File: config.mk
export PLATFORM = sky130hd
export DESIGN_NAME = lics_sequencer
export DESIGN_NICKNAME = d
export VERILOG_FILES = /design/src/hdl/lics_pkg.sv /design/src/hdl/lics_sequencer.sv
export SDC_FILE = /design/constraint.sdc
export NUM_CORES = 1
export LEC_CHECK = 0
export BUFFER_PORTS_ARGS = -buffer_cell sky130_fd_sc_hd__buf_2
export CORE_MARGIN = 10
export CORE_UTILIZATION = 41
export DETAILED_ROUTE_END_ITERATION = 6
export PLACE_DENSITY = 0.59
export SLEW_MARGIN = 20
export SYNTH_ARGS = -nofsm -noshare
export SYNTH_HDL_FRONTEND = slang
export SYNTH_SLANG_ARGS = --single-unit
File: constraint.sdc
create_clock -name sys_clk -period 3.8 [get_ports sys_clk]
set_input_delay 0.57 -clock sys_clk [delete_from_list [all_inputs] [get_ports sys_clk]]
set_output_delay 0.57 -clock sys_clk [all_outputs]
set_load 0.05 [all_outputs]
File: src/hdl/lics_pkg.sv
// Constants and carrier types for the lithium charge sequencer.
// Assumes a single 125 MHz clock; all analog results arrive as comparator levels.
package lics_pkg;

    localparam int unsigned CLK_MHZ          = 125;
    localparam int unsigned IMMUNITY_US      = 200;
    localparam int unsigned TERM_DELAY_US    = 500;
    localparam int unsigned PRECHARGE_HRS    = 2;
    localparam int unsigned IMMUNITY_CYC     = IMMUNITY_US * CLK_MHZ;
    localparam int unsigned TERM_DELAY_CYC   = TERM_DELAY_US * CLK_MHZ;
    localparam int unsigned US_PER_SEC       = 1000000;
    localparam int unsigned SEC_PER_HR       = 3600;
    localparam int unsigned SEC_TICK_CYC     = CLK_MHZ * US_PER_SEC;
    localparam int unsigned PRECHARGE_SEC    = PRECHARGE_HRS * SEC_PER_HR;
    // Fast timer selections in hours: 20, 5, 8, 12
    localparam int unsigned FAST_SEC_SEL0    = 20 * SEC_PER_HR;
    localparam int unsigned FAST_SEC_SEL1    = 5 * SEC_PER_HR;
    localparam int unsigned FAST_SEC_SEL2    = 8 * SEC_PER_HR;
    localparam int unsigned FAST_SEC_SEL3    = 12 * SEC_PER_HR;
    localparam logic [1:0]  TJ_REG_RST       = 2'h3;
    localparam logic [1:0]  PRE_CUR_RST      = 2'h1;
    localparam logic [4:0]  FAST_CUR_RST     = 5'h07;
    localparam logic [5:0]  FULL_V_RST       = 6'h23;
    localparam logic [1:0]  TERM_CUR_RST     = 2'h1;
    localparam int unsigned FAST_CUR_MSB     = 4;

    typedef enum logic [2:0] {
        LICS_IDLE  = 3'b000,
        LICS_PRE   = 3'b001,
        LICS_FAST  = 3'b010,
        LICS_CV    = 3'b011,
        LICS_DONE  = 3'b100,
        LICS_FAULT = 3'b101
    } lics_phase_e;

    // Analog comparator results, all asynchronous to sys_clk
    typedef struct packed {
        logic in_undervoltage_lockout_ok;
        logic in_ovp;
        logic batt_undervoltage_lockout_ok;
        logic batt_above_pre;
        logic batt_at_full;
        logic batt_ovp;
        logic batt_below_rech;
        logic cur_below_term;
        logic cv_dominant;
        logic sys_below_batt30;
        logic sys_above_batt20;
        logic tj_at_reg;
        logic tj_shutdown;
        logic ntc_fault;
        logic in_limiting;
    } lics_cmp_s;

    // Host-programmed charge settings
    typedef struct packed {
        logic       charge_enable;
        logic       timer_enable;
        logic       sw_reset;
        logic       cutoff_enable;
        logic       done_without_cutoff;
        logic       double_timer_enable;
        logic       battery_fet_force_off;
        logic [1:0] fast_timer_sel;
        logic [1:0] precharge_current;
        logic [4:0] fast_current;
        logic [5:0] full_charge_voltage;
        logic [1:0] term_current;
        logic [1:0] tj_reg_sel;
    } lics_cfg_s;

    typedef struct packed {
        logic       input_path_fet;
        logic       battery_fet;
        logic       battery_fet_full_on;
        logic       supplement_mode;
        logic       discharge_mode;
        logic       cc_mode;
        logic       cv_mode;
        logic       reduce_current;
        logic [1:0] current_field;
        logic [4:0] fast_current;
        logic [5:0] full_charge_voltage;
        logic [2:0] term_threshold;
        logic [1:0] tj_reg_sel;
    } lics_drv_s;

    typedef struct packed {
        logic        charging;
        logic        charge_done;
        logic        timeout_fault;
        logic        batt_ovp_fault;
        logic        thermal_fault;
        logic        input_fault;
        lics_phase_e phase;
    } lics_sts_s;

    function automatic logic [31:0] lics_fast_limit(input logic [1:0] sel);
        case (sel)
            2'h0:    lics_fast_limit = FAST_SEC_SEL0;
            2'h1:    lics_fast_limit = FAST_SEC_SEL1;
            2'h2:    lics_fast_limit = FAST_SEC_SEL2;
            default: lics_fast_limit = FAST_SEC_SEL3;
        endcase
    endfunction

endpackage

File: src/hdl/lics_sequencer.sv
// Charge phase sequencer for a single-cell lithium charger.
// Assumes settings come from a host register block already in sys_clk domain
// and comparator results come straight from analog and need synchronising.
//
// Functional notes
// - Supply above lockout resets all settings, host ready
// - Input out of range turns input FET off
// - Input must stay good through 200us immunity
// - Below pre-charge threshold apply pre-charge current
// - Pre-charge over two hours gives timeout fault
// - Above pre-charge threshold enter fast charge
// - At full voltage switch to constant voltage
// - Termination threshold halved for low fast current
// - Terminate after 500us at threshold in CV
// - Cutoff and done bits select termination behaviour
// - Fast timer expiry before termination gives timeout
// - Power recycle, enable or recharge start cycle
// - Charging needs no NTC, timer, OVER_VOLTAGE_PROTECTION fault, FET on
// - Auto-recharge below margin only with cutoff mode
// - Battery 120mV over full voltage suspends, faults
// - Supplement on at 30mV below, off 20mV above
// - No input means discharge, battery FET fully on
// - Junction at regulation threshold reduces charge current
// - Junction at 150C turns off both FETs
// - Timer restarts on new cycle and enable writes
// - Double timer halves count rate while limiting
`timescale 1ns/1ps

module lics_sequencer #(
    parameter int unsigned IMMUNITY_CYCLES   = lics_pkg::IMMUNITY_CYC,
    parameter int unsigned TERM_DELAY_CYCLES = lics_pkg::TERM_DELAY_CYC,
    parameter int unsigned SEC_TICK_CYCLES   = lics_pkg::SEC_TICK_CYC
) (
    input  wire logic              sys_clk,
    input  wire logic              srst,
    input  wire lics_pkg::lics_cmp_s cmp_async,
    input  wire lics_pkg::lics_cfg_s cfg,
    output lics_pkg::lics_drv_s    drv,
    output lics_pkg::lics_sts_s    sts,
    output logic                   settings_reset,
    output logic                   host_ready
);
    import lics_pkg::*;

    localparam int CW = $bits(lics_cmp_s);

    // Three-stage synchroniser; a change counts once stages two and three agree
    logic [CW-1:0] sync1_q, sync2_q, sync3_q, cmp_q;
    always_ff @(posedge sys_clk) begin
        if (srst) begin
            sync1_q <= '0;
            sync2_q <= '0;
            sync3_q <= '0;
            cmp_q   <= '0;
        end else begin
            sync1_q <= cmp_async;
            sync2_q <= sync1_q;
            sync3_q <= sync2_q;
            for (int i = 0; i < CW; i++) begin
                if (sync2_q[i] == sync3_q[i]) begin
                    cmp_q[i] <= sync3_q[i];
                end
            end
        end
    end

    lics_cmp_s c;
    assign c = lics_cmp_s'(cmp_q);

    logic in_present;
    logic in_normal;
    assign in_present = c.in_undervoltage_lockout_ok;
    assign in_normal  = c.in_undervoltage_lockout_ok && !c.in_ovp;

    // Supply-rise detection: clear settings when either rail passes lockout while neither was above it
    logic supply_up_q;
    always_ff @(posedge sys_clk) begin
        if (srst) begin
            supply_up_q <= 1'b0;
        end else begin
            supply_up_q <= c.in_undervoltage_lockout_ok || c.batt_undervoltage_lockout_ok;
        end
    end
    logic supply_rise;
    assign supply_rise = (c.in_undervoltage_lockout_ok || c.batt_undervoltage_lockout_ok) && !supply_up_q;
    assign settings_reset = supply_rise;
    assign host_ready     = supply_up_q;

    // Input immunity timer
    logic [31:0] imm_cnt_q;
    logic        input_good_q;
    always_ff @(posedge sys_clk) begin
        if (srst || !in_normal) begin
            imm_cnt_q    <= '0;
            input_good_q <= 1'b0;
        end else if (!input_good_q) begin
            if (imm_cnt_q >= 32'(IMMUNITY_CYCLES - 1)) begin
                input_good_q <= 1'b1;
            end else begin
                imm_cnt_q <= imm_cnt_q + 32'h1;
            end
        end
    end

    // Edge detection on host bits and input good that restart the safety timer
    logic ce_prev_q, te_prev_q, sr_prev_q, ingood_prev_q;
    always_ff @(posedge sys_clk) begin
        if (srst) begin
            ce_prev_q     <= 1'b0;
            te_prev_q     <= 1'b0;
            sr_prev_q     <= 1'b0;
            ingood_prev_q <= 1'b0;
        end else begin
            ce_prev_q     <= cfg.charge_enable;
            te_prev_q     <= cfg.timer_enable;
            sr_prev_q     <= cfg.sw_reset;
            ingood_prev_q <= input_good_q;
        end
    end
    logic ce_rise, cfg_restart, power_recycled;
    assign ce_rise        = cfg.charge_enable && !ce_prev_q;
    assign power_recycled = input_good_q && !ingood_prev_q;
    assign cfg_restart    = ce_rise || (cfg.timer_enable && !te_prev_q)
                          || (cfg.sw_reset && !sr_prev_q);

    // Fault conditions
    logic charge_allowed;
    logic timeout_q;
    assign charge_allowed = !c.ntc_fault && !timeout_q && !c.batt_ovp
                          && !cfg.battery_fet_force_off && cfg.charge_enable;

    lics_phase_e phase_q;
    logic        auto_recharge;
    logic        new_cycle;
    logic        term_event;
    assign auto_recharge = (phase_q == LICS_DONE) && c.batt_below_rech && in_normal
                         && cfg.cutoff_enable && !cfg.done_without_cutoff;
    assign new_cycle = power_recycled || ce_rise || auto_recharge;

    // Seconds prescaler; with double timer the safety count steps at half rate while input limiting
    logic [31:0] pre_q;
    logic        half_q;
    logic        sec_tick;
    assign sec_tick = (pre_q >= 32'(SEC_TICK_CYCLES - 1));
    always_ff @(posedge sys_clk) begin
        if (srst || new_cycle || cfg_restart) begin
            pre_q  <= '0;
            half_q <= 1'b0;
        end else if (sec_tick) begin
            pre_q  <= '0;
            half_q <= !half_q;
        end else begin
            pre_q <= pre_q + 32'h1;
        end
    end
    logic timer_step;
    assign timer_step = sec_tick && (!(cfg.double_timer_enable && c.in_limiting)
                                     || half_q);

    // Safety timer counted in seconds; pre-charge and fast limits differ
    logic [31:0] safety_q;
    logic        pre_phase;
    assign pre_phase = (phase_q == LICS_PRE);
    always_ff @(posedge sys_clk) begin
        if (srst || new_cycle || cfg_restart) begin
            safety_q <= '0;
        end else if (phase_q == LICS_PRE || phase_q == LICS_FAST
                     || phase_q == LICS_CV) begin
            if (timer_step) begin
                safety_q <= safety_q + 32'h1;
            end
        end
    end
    logic timer_expired;
    assign timer_expired = cfg.timer_enable &&
        (pre_phase ? (safety_q >= 32'(PRECHARGE_SEC))
                   : (safety_q >= lics_fast_limit(cfg.fast_timer_sel)));

    // Termination delay: threshold must hold while CV dominates
    logic [31:0] term_cnt_q;
    always_ff @(posedge sys_clk) begin
        if (srst || phase_q != LICS_CV || !(c.cur_below_term && c.cv_dominant)) begin
            term_cnt_q <= '0;
        end else if (!term_event) begin
            term_cnt_q <= term_cnt_q + 32'h1;
        end
    end
    assign term_event = (term_cnt_q >= 32'(TERM_DELAY_CYCLES));

    logic done_flag_q;

    // Phase machine
    always_ff @(posedge sys_clk) begin
        if (srst || !input_good_q) begin
            phase_q <= LICS_IDLE;
        end else begin
            case (phase_q)
                LICS_IDLE: begin
                    if (new_cycle && charge_allowed) begin
                        phase_q <= c.batt_above_pre ? LICS_FAST : LICS_PRE;
                    end
                end

                LICS_PRE: begin
                    if (!charge_allowed) begin
                        phase_q <= LICS_FAULT;
                    end else if (timer_expired) begin
                        phase_q <= LICS_FAULT;
                    end else if (c.batt_above_pre) begin
                        phase_q <= LICS_FAST;
                    end
                end

                LICS_FAST: begin
                    if (!charge_allowed || timer_expired) begin
                        phase_q <= LICS_FAULT;
                    end else if (c.batt_at_full) begin
                        phase_q <= LICS_CV;
                    end
                end

                LICS_CV: begin
                    if (!charge_allowed || timer_expired) begin
                        phase_q <= LICS_FAULT;
                    end else if (term_event && cfg.cutoff_enable
                                 && !cfg.done_without_cutoff) begin
                        phase_q <= LICS_DONE;
                    end
                end

                LICS_DONE: begin
                    if (auto_recharge && charge_allowed) begin
                        phase_q <= c.batt_above_pre ? LICS_FAST : LICS_PRE;
                    end
                end

                LICS_FAULT: begin
                    // NTC and OVER_VOLTAGE_PROTECTION recover on their own; timeout needs a new cycle or restart write
                    if (charge_allowed) begin
                        phase_q <= c.batt_above_pre ? LICS_FAST : LICS_PRE;
                    end else if (new_cycle && !c.ntc_fault && !c.batt_ovp) begin
                        phase_q <= LICS_IDLE;
                    end
                end

                default: phase_q <= LICS_IDLE;
            endcase
        end
    end

    // Timeout fault latches until a fresh cycle or restart write
    always_ff @(posedge sys_clk) begin
        if (srst) begin
            timeout_q <= 1'b0;
        end else if (timer_expired && (pre_phase || phase_q == LICS_FAST
                                       || phase_q == LICS_CV)) begin
            timeout_q <= 1'b1;
        end else if (new_cycle || cfg_restart) begin
            timeout_q <= 1'b0;
        end
    end

    // Charge Done while tapering continues
    always_ff @(posedge sys_clk) begin
        if (srst || phase_q == LICS_IDLE || phase_q == LICS_PRE
            || phase_q == LICS_FAST || !cfg.cutoff_enable) begin
            done_flag_q <= 1'b0;
        end else if (term_event && cfg.done_without_cutoff) begin
            done_flag_q <= 1'b1;
        end
    end

    // Supplement hysteresis
    logic supp_q;
    always_ff @(posedge sys_clk) begin
        if (srst || !in_present) begin
            supp_q <= 1'b0;
        end else if (c.sys_below_batt30) begin
            supp_q <= 1'b1;
        end else if (c.sys_above_batt20) begin
            supp_q <= 1'b0;
        end
    end

    // Output registers
    logic charging;
    assign charging = (phase_q == LICS_PRE) || (phase_q == LICS_FAST)
                    || (phase_q == LICS_CV);
    always_ff @(posedge sys_clk) begin
        if (srst) begin
            drv <= '0;
            sts <= '0;
        end else begin
            drv.input_path_fet      <= input_good_q && in_normal
                                     && !c.tj_shutdown;

            drv.battery_fet         <= !c.tj_shutdown && !c.batt_ovp
                                     && !cfg.battery_fet_force_off
                                     && (charging || supp_q || !in_present);

            drv.battery_fet_full_on <= !c.tj_shutdown && !cfg.battery_fet_force_off
                                     && (!in_present || supp_q);

            drv.supplement_mode     <= supp_q;

            drv.discharge_mode      <= !in_present;

            drv.cc_mode             <= (phase_q == LICS_PRE) || (phase_q == LICS_FAST);

            drv.cv_mode             <= (phase_q == LICS_CV);

            drv.reduce_current      <= c.tj_at_reg;

            drv.current_field       <= cfg.precharge_current;

            drv.fast_current        <= cfg.fast_current;

            drv.full_charge_voltage <= cfg.full_charge_voltage;

            drv.term_threshold      <= cfg.fast_current[FAST_CUR_MSB]
                                     ? {cfg.term_current, 1'b0}
                                     : {1'b0, cfg.term_current};

            drv.tj_reg_sel          <= cfg.tj_reg_sel;

            sts.charging            <= charging && !done_flag_q;

            sts.charge_done         <= (phase_q == LICS_DONE) || done_flag_q;

            sts.timeout_fault       <= timeout_q;

            sts.batt_ovp_fault      <= c.batt_ovp;

            sts.thermal_fault       <= c.tj_shutdown;

            sts.input_fault         <= in_present && !in_normal;

            sts.phase               <= phase_q;
        end
    end

endmodule

==> flow_metrics.tcl <==
set metrics [dict create \
    outcome "complete, no violations" \
    ys_top_cells_by_area "dfxtp_1 (52%), nor2b_1 (4.9%), nor2_1 (4.8%)" \
    ys_seq_elements 236 \
    synthDistinctLibCells 67 \
    rsz0062_at_grt "false" \
    overflow 0 \
    cts.root.buffer_cell "clkbuf_16" \
    worst_ir_drop_vdd_mv 0.267 \
    vias 6596 \
    cts_tree "built" \
    startpoint_type "primary input" \
    drt_iter0_markers 269 \
    detailed_place_hpwl_mm 12.3 \
    cts_hold_buf 0 \
    initial_core_util_pct 41.6 \
    synthFlopType "dfxtp_1" \
    slowest_delay_ps 370 \
    synth_top_area_share_pct 52.2 \
    clock_skew_ps 23.9 \
    fin_hold_ws_ps 226 \
    maxCapViolCount 0 \
    cts.sinks 236 \
    io-pin-count 80 \
    nNetsFinal 1117 \
    relSlewSlack_pct 45.9 \
    endpoint_kind "flop" \
    yosysSeqAreaShare_pct 52.2 \
    drt_wl_total_mm 17.7 \
    fin_crit_sh_pct 71.2 \
    postCtsSetupBuffers 0 \
    hp-class "primary input to flop" \
    slowest_stage "nor4b_2" \
    required_ps 4250 \
    antenna_found_initial 0 \
    cts.repair.resized 0 \
    worstMarginPinSlew_ps 809 \
    yosysTopAreaCell "dfxtp_1" \
    cp_cell_sequence "buf_2, inv_1, ha_1, nor2_1, ha_1, a21o_2, a21o_1, a211o_1, nor4b_2, o21ai_2, a311o_1, a221oi_2" \
    slew_viol_final 0 \
    numCtsBuffers 25 \
    finalHoldViolCount 0 \
    antenna_cells 0 \
    leakage_uw 0.00407 \
    synth_edf_count 0 \
    area_delta_synth_final_pct 16.3 \
    setup_viol_count_final 0 \
    antenna_left 0 \
    viasPerCell 4.88 \
    final_common_cell "dfxtp_1" \
    path_buf_inv 2 \
    dr.pass1.iters 4 \
    synth.avg_cell_area_sq_um 9.39 \
    arrival_ps 3160 \
    dieHeight_um 169 \
    min_period_ps 2700 \
    grt_pass1_vias 6365 \
    critPathKind "primary input to flop" \
    fmax_mhz 370 \
    track_usage_pct 12.1 \
    synth_cells 964 \
    fp.coreArea_sq_mm 0.0218 \
    port_buffers 79 \
    clk_pin_slew_ps 60 \
    yosysWarningCount 0 \
    tns_ps 0 \
    syn_area_sq_mm 0.00906 \
    final_cell_mix "dfxtp_1 (236), nor2_1 (115), buf_2 (78)" \
    grt_max_degree 86 \
    async_flop_share_pct 0 \
    power.density_mw_per_mm2 475 \
    cp_common_cell "ha_1" \
    drc 0 \
    gp_congestion 0.763 \
    cts-htree-levels 1 \
    rows 54 \
    cts_buffer_depth 3 \
    routedWlPerCell_um 13.1 \
    die-area_sq_mm 0.0284 \
    cp_max_fo 6 \
    worstSkewPairLatency_ps 530 \
    drive_gt1_share_pct 13.5 \
    grt_pass1_wl_mm 29.9 \
    die_x_um 169 \
    path_delay_family "compound AO/OA/AOI/OAI gates" \
]
-- layer usage --
layer	up-vias	share of wire [%]	GRT usage, %
li1	3459	-	-
met1	3000	49	15.7
met2	113	43	18.8
met3	24	6.0	3.77
met4	0	1.8	3.63
met5	-	0	0
-- cell usage after synthesis (3+ instances only) --
library cell    n
dfxtp_1       236
nor2_1        115
nand2_1        77
nor2b_1        71
xnor2_1        45
and2_1         38
a21oi_1        37
o21ai_0        31
inv_1          30
nor3_1         28
nand3_1        25
xor2_1         24
and3_1         21
clkbuf_1       21
ha_1           21
nor4_1         21
nand4_1        18
or3_1           9
a31oi_1         8
nand2b_1        7
mux2i_1         6
and4_1          5
nor3b_1         5
a211oi_1        3
a21o_1          3
a31o_2          3
buf_1           3
nor4b_1         3
o21a_1          3
or4_1           3
-- flip-flops by register name (all words and copies together), names as in the netlist, 3 cells and up --
name	count
term_cnt_q	32
sync2_q	15
c	15
safety_q	32
imm_cnt_q	32
sync1_q	15
drv	26
sync3_q	15
sts	9
pre_q	32
phase_q	3
-- layout make-up --
| type | instances | area, sq um |
|---|---|---|
| Multi-Input combinational cell | 673 | 4090 |
| Clock inverter | 12 | 82.6 |
| Tap cell | 280 | 350 |
| Clock buffer | 34 | 719 |
| Timing Repair Buffer | 87 | 458 |
| Sequential cell | 236 | 4720 |
| Inverter | 30 | 113 |
| Fill cell | 2124 | 11200 |
-- worst paths after layout --
kind,startpoint,end,slack [ps],cells after the start
worst min-delay path,cfg[19],drv[23],230,2
worst max-delay path,cfg[17],phase_q[1],1100,12
worst min register to register,sync1_q[5],sync2_q[5],440,1
worst max register to register,imm_cnt_q[0],imm_cnt_q[10],1170,8
-- power by group --
group	total, uW	internal [uW]	switching, uW
clock network	2320	1340	984
logic	162	57.2	105
registers	2520	2510	10.1
-- metrics by stage --
stage | setup slack [ps] | instances | total power (uW) | cell area [sq um] | util, %
final | 1100 | 1352 | 5000 | 10500 | 48.4
after global routing | 932 | 1352 | 5190 | 10500 | 48.4
after floorplan | 894 | 968 | 2690 | 9070 | -
after CTS | 1090 | 1352 | 5080 | 10500 | 48.4
after detailed placement | 537 | 1306 | 2740 | 9730 | 44.7
after global placement | 579 | 1306 | 2740 | 9730 | 44.7
-- cell families after synthesis --
kind of cell | Yosys count | synth area share (%)
xor+xnor | 69 | 6.67
compound gates | 114 | 8.30
simple gates | 458 | 26.4
buf+inv | 59 | 2.87
mux | 6 | 0.663
flops | 236 | 52.2
fa+ha+maj | 21 | 2.90
other cells | 1 | 0.0414
(Power assumes the default switching activity.)
